[config.mk]
export PLATFORM = sky130hd
export DESIGN_NAME = emr_error_message_router
export DESIGN_NICKNAME = d
export VERILOG_FILES = /design/src/emr_pkg.sv /design/src/emr_msg_if.sv /design/src/emr_msg_gen.sv /design/src/emr_error_message_router.sv
export VERILOG_INCLUDE_DIRS = /design/src
export SDC_FILE = /design/constraint.sdc
export NUM_CORES = 1
export LEC_CHECK = 0
export BUFFER_PORTS_ARGS = -buffer_cell sky130_fd_sc_hd__buf_2
export CAP_MARGIN = 20
export CORE_ASPECT_RATIO = 0.9
export CORE_MARGIN = 2
export CORE_UTILIZATION = 40
export DETAILED_ROUTE_END_ITERATION = 16
export HOLD_SLACK_MARGIN = 0.08
export RECOVER_POWER = 100
export SLEW_MARGIN = 0
export SYNTH_ARGS = -nofsm -noshare
export SYNTH_HDL_FRONTEND = slang
export SYNTH_SLANG_ARGS = --single-unit
[constraint.sdc]
create_clock -name pclk -period 2.15 [get_ports pclk]
set_input_delay 0.1075 -clock pclk [delete_from_list [all_inputs] [get_ports pclk]]
set_output_delay 0.1075 -clock pclk [all_outputs]
set_load 0.02 [all_outputs]
[src/emr_regs.svh]
// Purpose: offsets, field positions and reset values of the error router
// Assumes: printed offsets are register indexes; byte address is 4 * index
// Notes: definitions only
`ifndef EMR_REGS_SVH
`define EMR_REGS_SVH

// ==========================================================================
// register indexes
`define EMR_IDX_FLAGS 8'hc8
`define EMR_IDX_SERR 8'hca
`define EMR_IDX_SMI 8'hcc
`define EMR_IDX_SCI 8'hce
`define EMR_IDX_SCRATCH 8'hde

// ==========================================================================
// reset values and writable masks
`define EMR_RST_ENABLE 16'h0000
`define EMR_RST_SCRATCH 16'h0000
`define EMR_RST_FLAGS 16'h0000
`define EMR_MASK_SERR 16'h03fe
`define EMR_MASK_ECC 16'h0180
`define EMR_MASK_SCRATCH 16'hffff

// ==========================================================================
// field positions, shared by enable and flag registers
`define EMR_BIT_LOCK_MISS 9
`define EMR_BIT_MULTIBIT 8
`define EMR_BIT_SINGLEBIT 7
`define EMR_BIT_TARGET_ABORT 6
`define EMR_BIT_UNKNOWN_SC 5
`define EMR_BIT_OUTSIDE 4
`define EMR_BIT_INVALID 3
`define EMR_BIT_BAD_ENTRY 2
`define EMR_BIT_UNSUP_CMD 1

`endif

[src/emr_pkg.sv]
// Purpose: types of the error message router
// Assumes: nothing
// Notes: numbers live in emr_regs.svh
package emr_pkg;
	typedef logic [15:0] emr_word_t;
	typedef enum {
		EMR_SEL_NONE,
		EMR_SEL_FLAGS,
		EMR_SEL_SERR,
		EMR_SEL_SMI,
		EMR_SEL_SCI,
		EMR_SEL_SCRATCH
	} emr_sel_e;
endpackage : emr_pkg

[src/emr_msg_if.sv]
// Purpose: carries flags and enables to the message generator and back
// Assumes: single clock domain
// Notes: ctl is the register side, gen the message side
interface emr_msg_if;
	import emr_pkg::*;
	emr_word_t flags;
	emr_word_t serr_en;
	emr_word_t smi_en;
	emr_word_t sci_en;
	logic global_en;
	logic serr_msg;
	logic smi_msg;
	logic sci_msg;
	emr_word_t src;
	modport ctl (output flags, serr_en, smi_en, sci_en, global_en,
		input serr_msg, smi_msg, sci_msg, src);
	modport gen (input flags, serr_en, smi_en, sci_en, global_en,
		output serr_msg, smi_msg, sci_msg, src);
endinterface : emr_msg_if

[src/emr_msg_gen.sv]
// Purpose: turns rising error flags into hub link message pulses
// Assumes: flags come from registers on pclk
// Notes: one pulse per kind per cycle, src marks every source it covers
module emr_msg_gen import emr_pkg::*; (
	input wire logic pclk,
	input wire logic presetn,
	emr_msg_if.gen mi
);

	// ======================================================================
	// edge detection and gating
	emr_word_t prev_r;
	emr_word_t rise;
	emr_word_t serr_hit;
	emr_word_t smi_hit;
	emr_word_t sci_hit;
	logic serr_msg_r;
	logic smi_msg_r;
	logic sci_msg_r;
	emr_word_t src_r;

	// a flag that stays set never fires again; only a fresh rise counts
	assign rise = mi.flags & ~prev_r;

	for (genvar i = 0; i < 16; i++) begin : g_src
		assign serr_hit[i] = rise[i] & mi.serr_en[i] & mi.global_en;
		assign smi_hit[i] = rise[i] & mi.smi_en[i];
		assign sci_hit[i] = rise[i] & mi.sci_en[i];
	end

	// ======================================================================
	// message registers
	always_ff @(posedge pclk or negedge presetn) begin
		if (!presetn) begin
			prev_r <= 16'h0000;
			serr_msg_r <= 1'b0;
			smi_msg_r <= 1'b0;
			sci_msg_r <= 1'b0;
			src_r <= 16'h0000;
		end else begin
			prev_r <= mi.flags;
			serr_msg_r <= |serr_hit;
			smi_msg_r <= |smi_hit;
			sci_msg_r <= |sci_hit;
			src_r <= serr_hit | smi_hit | sci_hit;
		end
	end

	assign mi.serr_msg = serr_msg_r;
	assign mi.smi_msg = smi_msg_r;
	assign mi.sci_msg = sci_msg_r;
	assign mi.src = src_r;

endmodule : emr_msg_gen

[src/emr_error_message_router.sv]
// Purpose: error enables, error flags and scratch storage behind APB
// Assumes: error events and the global enable are on pclk
// Notes: zero-wait APB slave, answer in the cycle after setup
//
// Operation
// - a flag that rises with its enable bit on sends one system-error message
// - no system-error message unless the global command enable is set
// - bit 9: locked cycle missing system memory sends system-error
// - bit 8: multiple-bit memory error sends system-error
// - bit 7: single-bit correctable memory error sends system-error
// - bit 6: own hub link cycle ending in target abort sends system-error
// - bit 5: unknown special cycle received sends system-error, else none
// - bit 4: graphics access outside the aperture sends system-error
// - bit 3: outside aperture into low window or above memory top
// - bit 2: invalid translation entry inside aperture sends system-error
// - bit 1: unsupported graphics command sends system-error, else none
// - management bit 8: multiple-bit error sends management message
// - management bit 7: single-bit error sends management message
// - control bit 8: multiple-bit error sends control-interrupt message
// - control bit 7: single-bit error sends control-interrupt message
// - sixteen-bit scratch storage, read back whole, affects nothing
// - enables and scratch reset to zero; reserved bits read zero
// - flags stay set until software writes one; zero leaves them
`include "emr_regs.svh"

module emr_error_message_router import emr_pkg::*; #(
	parameter int ADDR_W = 12
) (
	input wire logic pclk,
	input wire logic presetn,
	input wire logic psel,
	input wire logic penable,
	input wire logic pwrite,
	input wire logic [ADDR_W-1:0] paddr,
	input wire logic [31:0] pwdata,
	input wire logic [3:0] pstrb,
	output logic [31:0] prdata,
	output logic pready,
	output logic pslverr,
	input wire logic [15:0] err_event,
	input wire logic serr_global_en,
	output logic hub_serr_msg,
	output logic hub_smi_msg,
	output logic hub_sci_msg,
	output logic [15:0] hub_msg_src
);

	// ======================================================================
	// state
	emr_word_t flag_r;
	emr_word_t flag_nxt;
	emr_word_t serr_en_r;
	emr_word_t serr_en_nxt;
	emr_word_t smi_en_r;
	emr_word_t smi_en_nxt;
	emr_word_t sci_en_r;
	emr_word_t sci_en_nxt;
	emr_word_t scratch_r;
	emr_word_t scratch_nxt;
	logic [31:0] prdata_r;
	logic pready_r;
	logic pslverr_r;

	// ======================================================================
	// address decode
	logic [7:0] idx;
	logic hi_zero;
	emr_sel_e sel;
	logic setup;
	logic commit;
	logic wr;
	emr_word_t be16;
	emr_word_t wdata;
	emr_word_t w1c;
	emr_word_t rdata;

	assign idx = paddr[9:2];
	assign hi_zero = (paddr[ADDR_W-1:10] == '0);
	assign sel = !hi_zero ? EMR_SEL_NONE :
		(idx == `EMR_IDX_FLAGS) ? EMR_SEL_FLAGS :
		(idx == `EMR_IDX_SERR) ? EMR_SEL_SERR :
		(idx == `EMR_IDX_SMI) ? EMR_SEL_SMI :
		(idx == `EMR_IDX_SCI) ? EMR_SEL_SCI :
		(idx == `EMR_IDX_SCRATCH) ? EMR_SEL_SCRATCH :
		EMR_SEL_NONE;

	// setup samples the read, the access edge with pready commits a write
	assign setup = psel & ~penable;
	assign commit = psel & penable & pready_r;
	assign wr = commit & pwrite;
	assign be16 = {{8{pstrb[1]}}, {8{pstrb[0]}}};
	assign wdata = pwdata[15:0] & be16;

	// ======================================================================
	// next values of the software registers
	// only documented bits take a write, the rest stay zero
	assign serr_en_nxt = (wr && sel == EMR_SEL_SERR) ?
		((serr_en_r & ~be16) | (wdata & `EMR_MASK_SERR)) :
		serr_en_r;
	assign smi_en_nxt = (wr && sel == EMR_SEL_SMI) ?
		((smi_en_r & ~be16) | (wdata & `EMR_MASK_ECC)) :
		smi_en_r;
	assign sci_en_nxt = (wr && sel == EMR_SEL_SCI) ?
		((sci_en_r & ~be16) | (wdata & `EMR_MASK_ECC)) :
		sci_en_r;
	assign scratch_nxt = (wr && sel == EMR_SEL_SCRATCH) ?
		((scratch_r & ~be16) | (wdata & `EMR_MASK_SCRATCH)) :
		scratch_r;

	// write one clears; a new event in the same cycle wins over the clear
	assign w1c = (wr && sel == EMR_SEL_FLAGS) ? wdata : 16'h0000;
	assign flag_nxt = (flag_r & ~w1c) |
		(err_event & `EMR_MASK_SERR);

	// ======================================================================
	// read mux and error answer
	assign rdata = (sel == EMR_SEL_FLAGS) ? flag_r :
		(sel == EMR_SEL_SERR) ? serr_en_r :
		(sel == EMR_SEL_SMI) ? smi_en_r :
		(sel == EMR_SEL_SCI) ? sci_en_r :
		(sel == EMR_SEL_SCRATCH) ? scratch_r :
		16'h0000;

	// ======================================================================
	// registers
	always_ff @(posedge pclk or negedge presetn) begin
		if (!presetn) begin
			serr_en_r <= `EMR_RST_ENABLE;
			smi_en_r <= `EMR_RST_ENABLE;
			sci_en_r <= `EMR_RST_ENABLE;
			scratch_r <= `EMR_RST_SCRATCH;
			flag_r <= `EMR_RST_FLAGS;
		end else begin
			serr_en_r <= serr_en_nxt;
			smi_en_r <= smi_en_nxt;
			sci_en_r <= sci_en_nxt;
			scratch_r <= scratch_nxt;
			flag_r <= flag_nxt;
		end
	end

	// the answer is prepared during setup so that every output is a flop
	// a setup held over two edges would be answered twice; apb forbids it
	always_ff @(posedge pclk or negedge presetn) begin
		if (!presetn) begin
			pready_r <= 1'b0;
			pslverr_r <= 1'b0;
			prdata_r <= 32'h0000_0000;
		end else begin
			pready_r <= setup;
			pslverr_r <= setup & (sel == EMR_SEL_NONE);
			prdata_r <= setup ? {16'h0000, rdata} : 32'h0000_0000;
		end
	end

	assign prdata = prdata_r;
	assign pready = pready_r;
	assign pslverr = pslverr_r;

	// ======================================================================
	// message generation
	emr_msg_if mi ();

	assign mi.flags = flag_r;
	assign mi.serr_en = serr_en_r;
	assign mi.smi_en = smi_en_r;
	assign mi.sci_en = sci_en_r;
	assign mi.global_en = serr_global_en;

	// conflicting enables are not policed; software keeps them apart
	emr_msg_gen u_gen (
		.pclk(pclk),
		.presetn(presetn),
		.mi(mi)
	);

	assign hub_serr_msg = mi.serr_msg;
	assign hub_smi_msg = mi.smi_msg;
	assign hub_sci_msg = mi.sci_msg;
	assign hub_msg_src = mi.src;

	// ======================================================================
	// checks
	for (genvar b = 1; b < 10; b++) begin : g_chk

	end

	// a source whose enables were all off never shows up in the mask
	for (genvar b = 1; b < 10; b++) begin : g_quiet

	end
endmodule : emr_error_message_router

==> flow_summary.ini, run 1 <==
[outcome]
status = complete, no violations

[setup_path]
worstSetupStartpointType = flop
r2r-start = pready$_DFF_PN0_
path_cells = and4_1 > and4_2 > nand2_1 > a21o_1 > dlygate4sd3_1
r2r_slack_ns = 0.17
cp_slowest_cell = dlygate4sd3_1
path_class = flop to flop
r2r_end = flag_r[6]$_DFF_PN0_
crit_fanout = 8
critical_path_arrival_ns = 2.29
ff2ff_path_depth = 5
crit_required_ns = 2.46
endpoint_kind = flop
cpPeakStageDelay_ns = 0.55

[cts]
cts_tree = built
cts_root_buffer = clkbuf_16
cts_buffer_depth = 2
clk_pin_slew_ns = 0.06
cts_sinks = 133
h-tree-depth = 4
clk_latency_ns = 0.43
numCtsBuffers = 17

[sta]
slew_viol_final = 0
rsz0062_at_grt = false
hold_violations = 0
min_period_over_period_pct = 92.3
finalSetupTns_ns = 0
setup-violations-final = 0
worst_pin_slew_ns = 1.26
whs_ns = 0.122
period_minus_slack_ns = 1.98
skew_ns = 0.00578
slew-limit-headroom_pct = 16.0
max_freq_mhz = 504

[layout]
fill_cells = 1280
antenna_cells = 0
regArea_um2 = 3330
postLayoutCoreUtil_pct = 51.2
fin_cells = 815
fin_nets = 679
layout-drive-gt1-share_pct = 19.5
syn_to_final_growth_pct = 25.0
multi_input_area_um2 = 2260

[synthesis]
synthCells = 478
yosys-top-cells-area = dfrtp_1 58%, nor2b_1 7.0%, mux2_2 5.5%
synth_top_area_cell = dfrtp_1
syn-cell-area_um2 = 5760
synth-seq-cells = 133
ys_types = 49
synth_top_area_share_pct = 57.8
synth_flop_cell = dfrtp_1
synth_edf_count = 0
yosysWarnings = 0
synth_seq_area_share_pct = 57.8
synthArstFlopShare_pct = 100
avgSynthCellArea_um2 = 12.1

[floorplan]
die-area_um2 = 15400
core_area_um2 = 14100
die_h_um = 118
rows = 41
io_pins = 123
start_util_pct = 41.0
die_x_um = 130

[global_route]
grt_pass1_wl_um = 24200
groute.usage.overall_pct = 21.2
globalRouteOverflowTotal = 0
antenna_found_initial = 0
grt_pass1_vias = 4366
grt_max_degree = 95

[worst_hold_path]
hold_path_depth = 3
hold_path_end = pslverr$_DFF_PN0_
hp-class = input pin to flop
worstHoldStart = paddr[3]

[power]
ir_drop_mv = 0.567
cellPowerDensity_nw_per_um2 = 772
p_leak_nw = 3.30

[drt]
route.detailed.drc = 0
drt_pre_antenna_iters = 4
first_iter_violations = 256
detail-route-antenna-nets = 0
vias = 4233
routed_wl_um = 15100
drt-vias-per-instance = 5.19
wl_per_cell_um = 18.5

[place]
port_buffers = 79
hpwl_um = 10500
place_congestion = 0.849
place_inst = 749

[job]
max-cap-violations = 0
## routing by layer
layer  global-route usage [%]  routed length (um)  share of wire (%)
met3                     4.95                 898                6.0
met4                     8.31                 305                2.0
met5                        0                   0                  0
met1                     31.0                7110                 47
met2                     30.6                6760                 45
## logic make-up after synthesis
family          share of synthesized area (%)
simple gates                             17.9
flops                                    57.8
compound gates                           12.3
mux                                      8.45
buf+inv                                  3.54
other cells                            0.0651
## area by class of cell
class	instances	share of cell area [%]
timing repair buffer	130	11.0
sequential	133	46.2
clock buffer	18	6.10
clock inverter	14	1.89
multi-input combinational	324	31.3
tap	193	3.35
inverter	3	0.156
## synth_stat cells (4+ instances only)
master	n
dfrtp_1	133
nor2_1	10
and3_1	4
nand2_1	36
nor2b_1	64
a21oi_1	4
and2_1	14
a22oi_1	8
mux2_2	28
a211oi_1	16
buf_4	17
o211ai_1	12
a221oi_1	8
a21boi_0	8
o22ai_1	12
a21o_1	7
mux2i_1	16
o21ai_0	12
clkbuf_1	11
a22o_1	8
buf_2	4
## how the worst max path moves through the flow
stage | startpoint | end | slack (ns)
after floorplan | pready$_DFF_PN0_ | flop | 0.31
after global placement | pready$_DFF_PN0_ | flop | 0.27
after detailed placement | pready$_DFF_PN0_ | flop | 0.24
after CTS | pready$_DFF_PN0_ | flag_r[5]$_DFF_PN0_ | 0.03
after global routing | pready$_DFF_PN0_ | flag_r[9]$_DFF_PN0_ | 0.04
final | pready$_DFF_PN0_ | flag_r[6]$_DFF_PN0_ | 0.17
## stage by stage
stage                     worst slack (ns)  instance area, um2  power, mW
after floorplan                      0.305                5820       2.67
after detailed placement             0.237                6410       2.78
after global routing                0.0376                7200       5.74
after global placement               0.268                6410       2.78
after CTS                           0.0274                7330       5.61
final                                0.165                7200       5.56
## where the power goes
part	total, mW	internal (mW)	switching (mW)	leakage (nW)
Clock	2.80	1.72	1.08	0.273
Combinational	0.256	0.0909	0.165	1.26
Sequential	2.51	2.51	0.00111	1.76
## timing repair
action | CTS | global route
setup endpoints to repair | 0 | 6
resized for setup | 0 | 1
hold endpoints to repair | 182 | 0
hold buffers | 34 | 0
setup buffers | 0 | 0
## critical path: cells and delay by family, from the launching register on
family	cells	cell delay [ns]
buffers and inverters	1	0.55
AND/OR/NAND/NOR	3	0.80
AO/OA/AOI/OAI	1	0.18
flip-flops	1	0.34
## cell usage in the layout, fill, tap and decap left out, drive strengths merged, types with 12 or more instances in the layout
cell / instances
a211oi: 16
dlygate4sd3: 34
clkbuf: 66
o21ai: 12
nand2: 38
buf: 48
mux2: 29
o22ai: 12
o211ai: 12
nor2b: 64
dfrtp: 133
mux2i: 16
and2: 14
conb: 16
Power figures use the tool's default switching activity.
==> run 2: changes to the inputs <==
- CTS_BUF_LIST: unset -> sky130_fd_sc_hd__clkbuf_16
==> run 2 against run 1 <==
Clock power fell by 1%. Critical path depth up 2. Register-to-register slack about the same. Count of clock-buffer cells in the layout is 1 lower.
==> flow_summary.ini, run 2 (synthesis results as in run 1) <==
[cts]
cts_root_buffer = clkbuf_16
cts_sinks = 133
cts_buffer_depth = 2
clk_pin_slew_ns = 0.06
numCtsBuffers = 17
clk_latency_ns = 0.43
h-tree-depth = 4
cts_tree = built

[setup_path]
cp_slowest_cell = dlygate4sd3_1
r2r_end = flag_r[6]$_DFF_PN0_
crit_fanout = 8
worstSetupStartpointType = input pin
endpoint_kind = flop
path_cells = dlygate4sd3_1 > buf_2 > and4_1 > and4_2 > nand2_1 > a21o_1 > dlygate4sd3_1
crit_required_ns = 2.46
critical_path_arrival_ns = 2.28
cp_common_cell = dlygate4sd3_1
r2r-start = pready$_DFF_PN0_
ff2ff_path_depth = 5
r2r_slack_ns = 0.18
path_class = input pin to flop
cpPeakStageDelay_ns = 0.55

[layout]
antenna_cells = 0
final_cell_mix = 133 x dfrtp_1, 64 x nor2b_1, 44 x clkbuf_1
fin_cells = 815
layout-drive-gt1-share_pct = 19.3
fill_cells = 1282
fin_nets = 679
syn_to_final_growth_pct = 24.9
final_common_cell = dfrtp_1

[worst_hold_path]
hp-class = input pin to flop
worstHoldStart = paddr[3]
hold_path_depth = 3
hold_path_end = pslverr$_DFF_PN0_

[power]
cellPowerDensity_nw_per_um2 = 767
p_leak_nw = 3.29
ir_drop_mv = 0.564

[drt]
dr_wl_met2_um = 6860
wl_per_cell_um = 18.6
met3RoutedLength_um = 923
first_iter_violations = 219
wl_met1_um = 7070
detail-route-antenna-nets = 0
routed_wl_um = 15200
routed.top_layer = met4
drt-vias-per-instance = 5.23
drt_pre_antenna_iters = 5
vias = 4263
route.detailed.drc = 0

[sta]
setup-violations-final = 0
slew_viol_final = 0
period_minus_slack_ns = 1.97
hold_violations = 0
worst_pin_slew_ns = 1.27
min_period_over_period_pct = 91.7
finalSetupTns_ns = 0
max_freq_mhz = 507
skew_ns = 0.00762
rsz0062_at_grt = false
slew-limit-headroom_pct = 15.2

[job]
max-cap-violations = 0

[floorplan]
start_util_pct = 41.0
die_h_um = 118
io_pins = 123
rows = 41
core_area_um2 = 14100
die-area_um2 = 15400
die_x_um = 130

[place]
hpwl_um = 10500
place_inst = 749
port_buffers = 79
place_congestion = 0.849

[global_route]
grt_pass1_vias = 4378
antenna_found_initial = 0
globalRouteOverflowTotal = 0
grt_max_degree = 95
grt_pass1_wl_um = 24200
groute.usage.overall_pct = 21.3

[outcome]
status = complete, no violations
## run 2: critical path, delay by kind of cell
| kind | cells | cell delay [ns] |
|---|---|---|
| AOI/OAI and AO/OA | 1 | 0.18 |
| buffers and inverters | 3 | 1.21 |
| and+or+nand+nor | 3 | 0.79 |
## run 2: through the flow
stage	power [mW]	hold slack [ns]	utilization (%)	area, um2	setup slack [ns]
2_1_floorplan	2.67	-0.188	-	5820	0.305
3_3_place_gp	2.78	0.206	45.6	6410	0.268
3_5_place_dp	2.78	0.207	45.6	6410	0.237
4_1_cts	5.58	0.114	52.0	7320	0.0275
5_1_grt	5.71	0.149	51.2	7190	0.0375
6_report	5.52	0.126	51.2	7190	0.177
## run 2: worst max-delay path by stage
| stage | start | slack [ns] | to |
|---|---|---|---|
| after floorplan | pready$_DFF_PN0_ | 0.31 | flop |
| after global placement | pready$_DFF_PN0_ | 0.27 | flop |
| after detailed placement | pready$_DFF_PN0_ | 0.24 | flop |
| after CTS | pready$_DFF_PN0_ | 0.03 | flag_r[5]$_DFF_PN0_ |
| after global routing | pready$_DFF_PN0_ | 0.04 | flag_r[9]$_DFF_PN0_ |
| final | penable | 0.18 | flag_r[6]$_DFF_PN0_ |
## run 2: area by class of cell
type | count | area, um2 | area share, %
clock inverters | 15 | 140 | 1.95
repair buffers | 130 | 791 | 11.0
well taps | 193 | 241 | 3.36
inverters | 3 | 11.3 | 0.157
flip-flops and latches | 133 | 3330 | 46.3
clock buffers | 17 | 425 | 5.91
multi-input cells | 324 | 2260 | 31.4
## run 2: where the power goes
part	total, mW	internal (mW)	switching (mW)
combinational	0.255	0.0909	0.164
sequential	2.51	2.51	0.00108
clock	2.76	1.68	1.07
## run 2: repair_timing
item / 4_1_cts / 5_1_grt
setup endpoints to repair: 0 / 6
resized for setup: 0 / 1
setup buffers: 0 / 0
hold buffers: 34 / 0
hold endpoints to repair: 184 / 0
## run 2: per-layer routing
metal,track usage (%),vias to the layer above
met5,0,-
met4,8.84,0
met3,5.09,27
met2,30.6,172
met1,30.9,2108
li1,-,1956
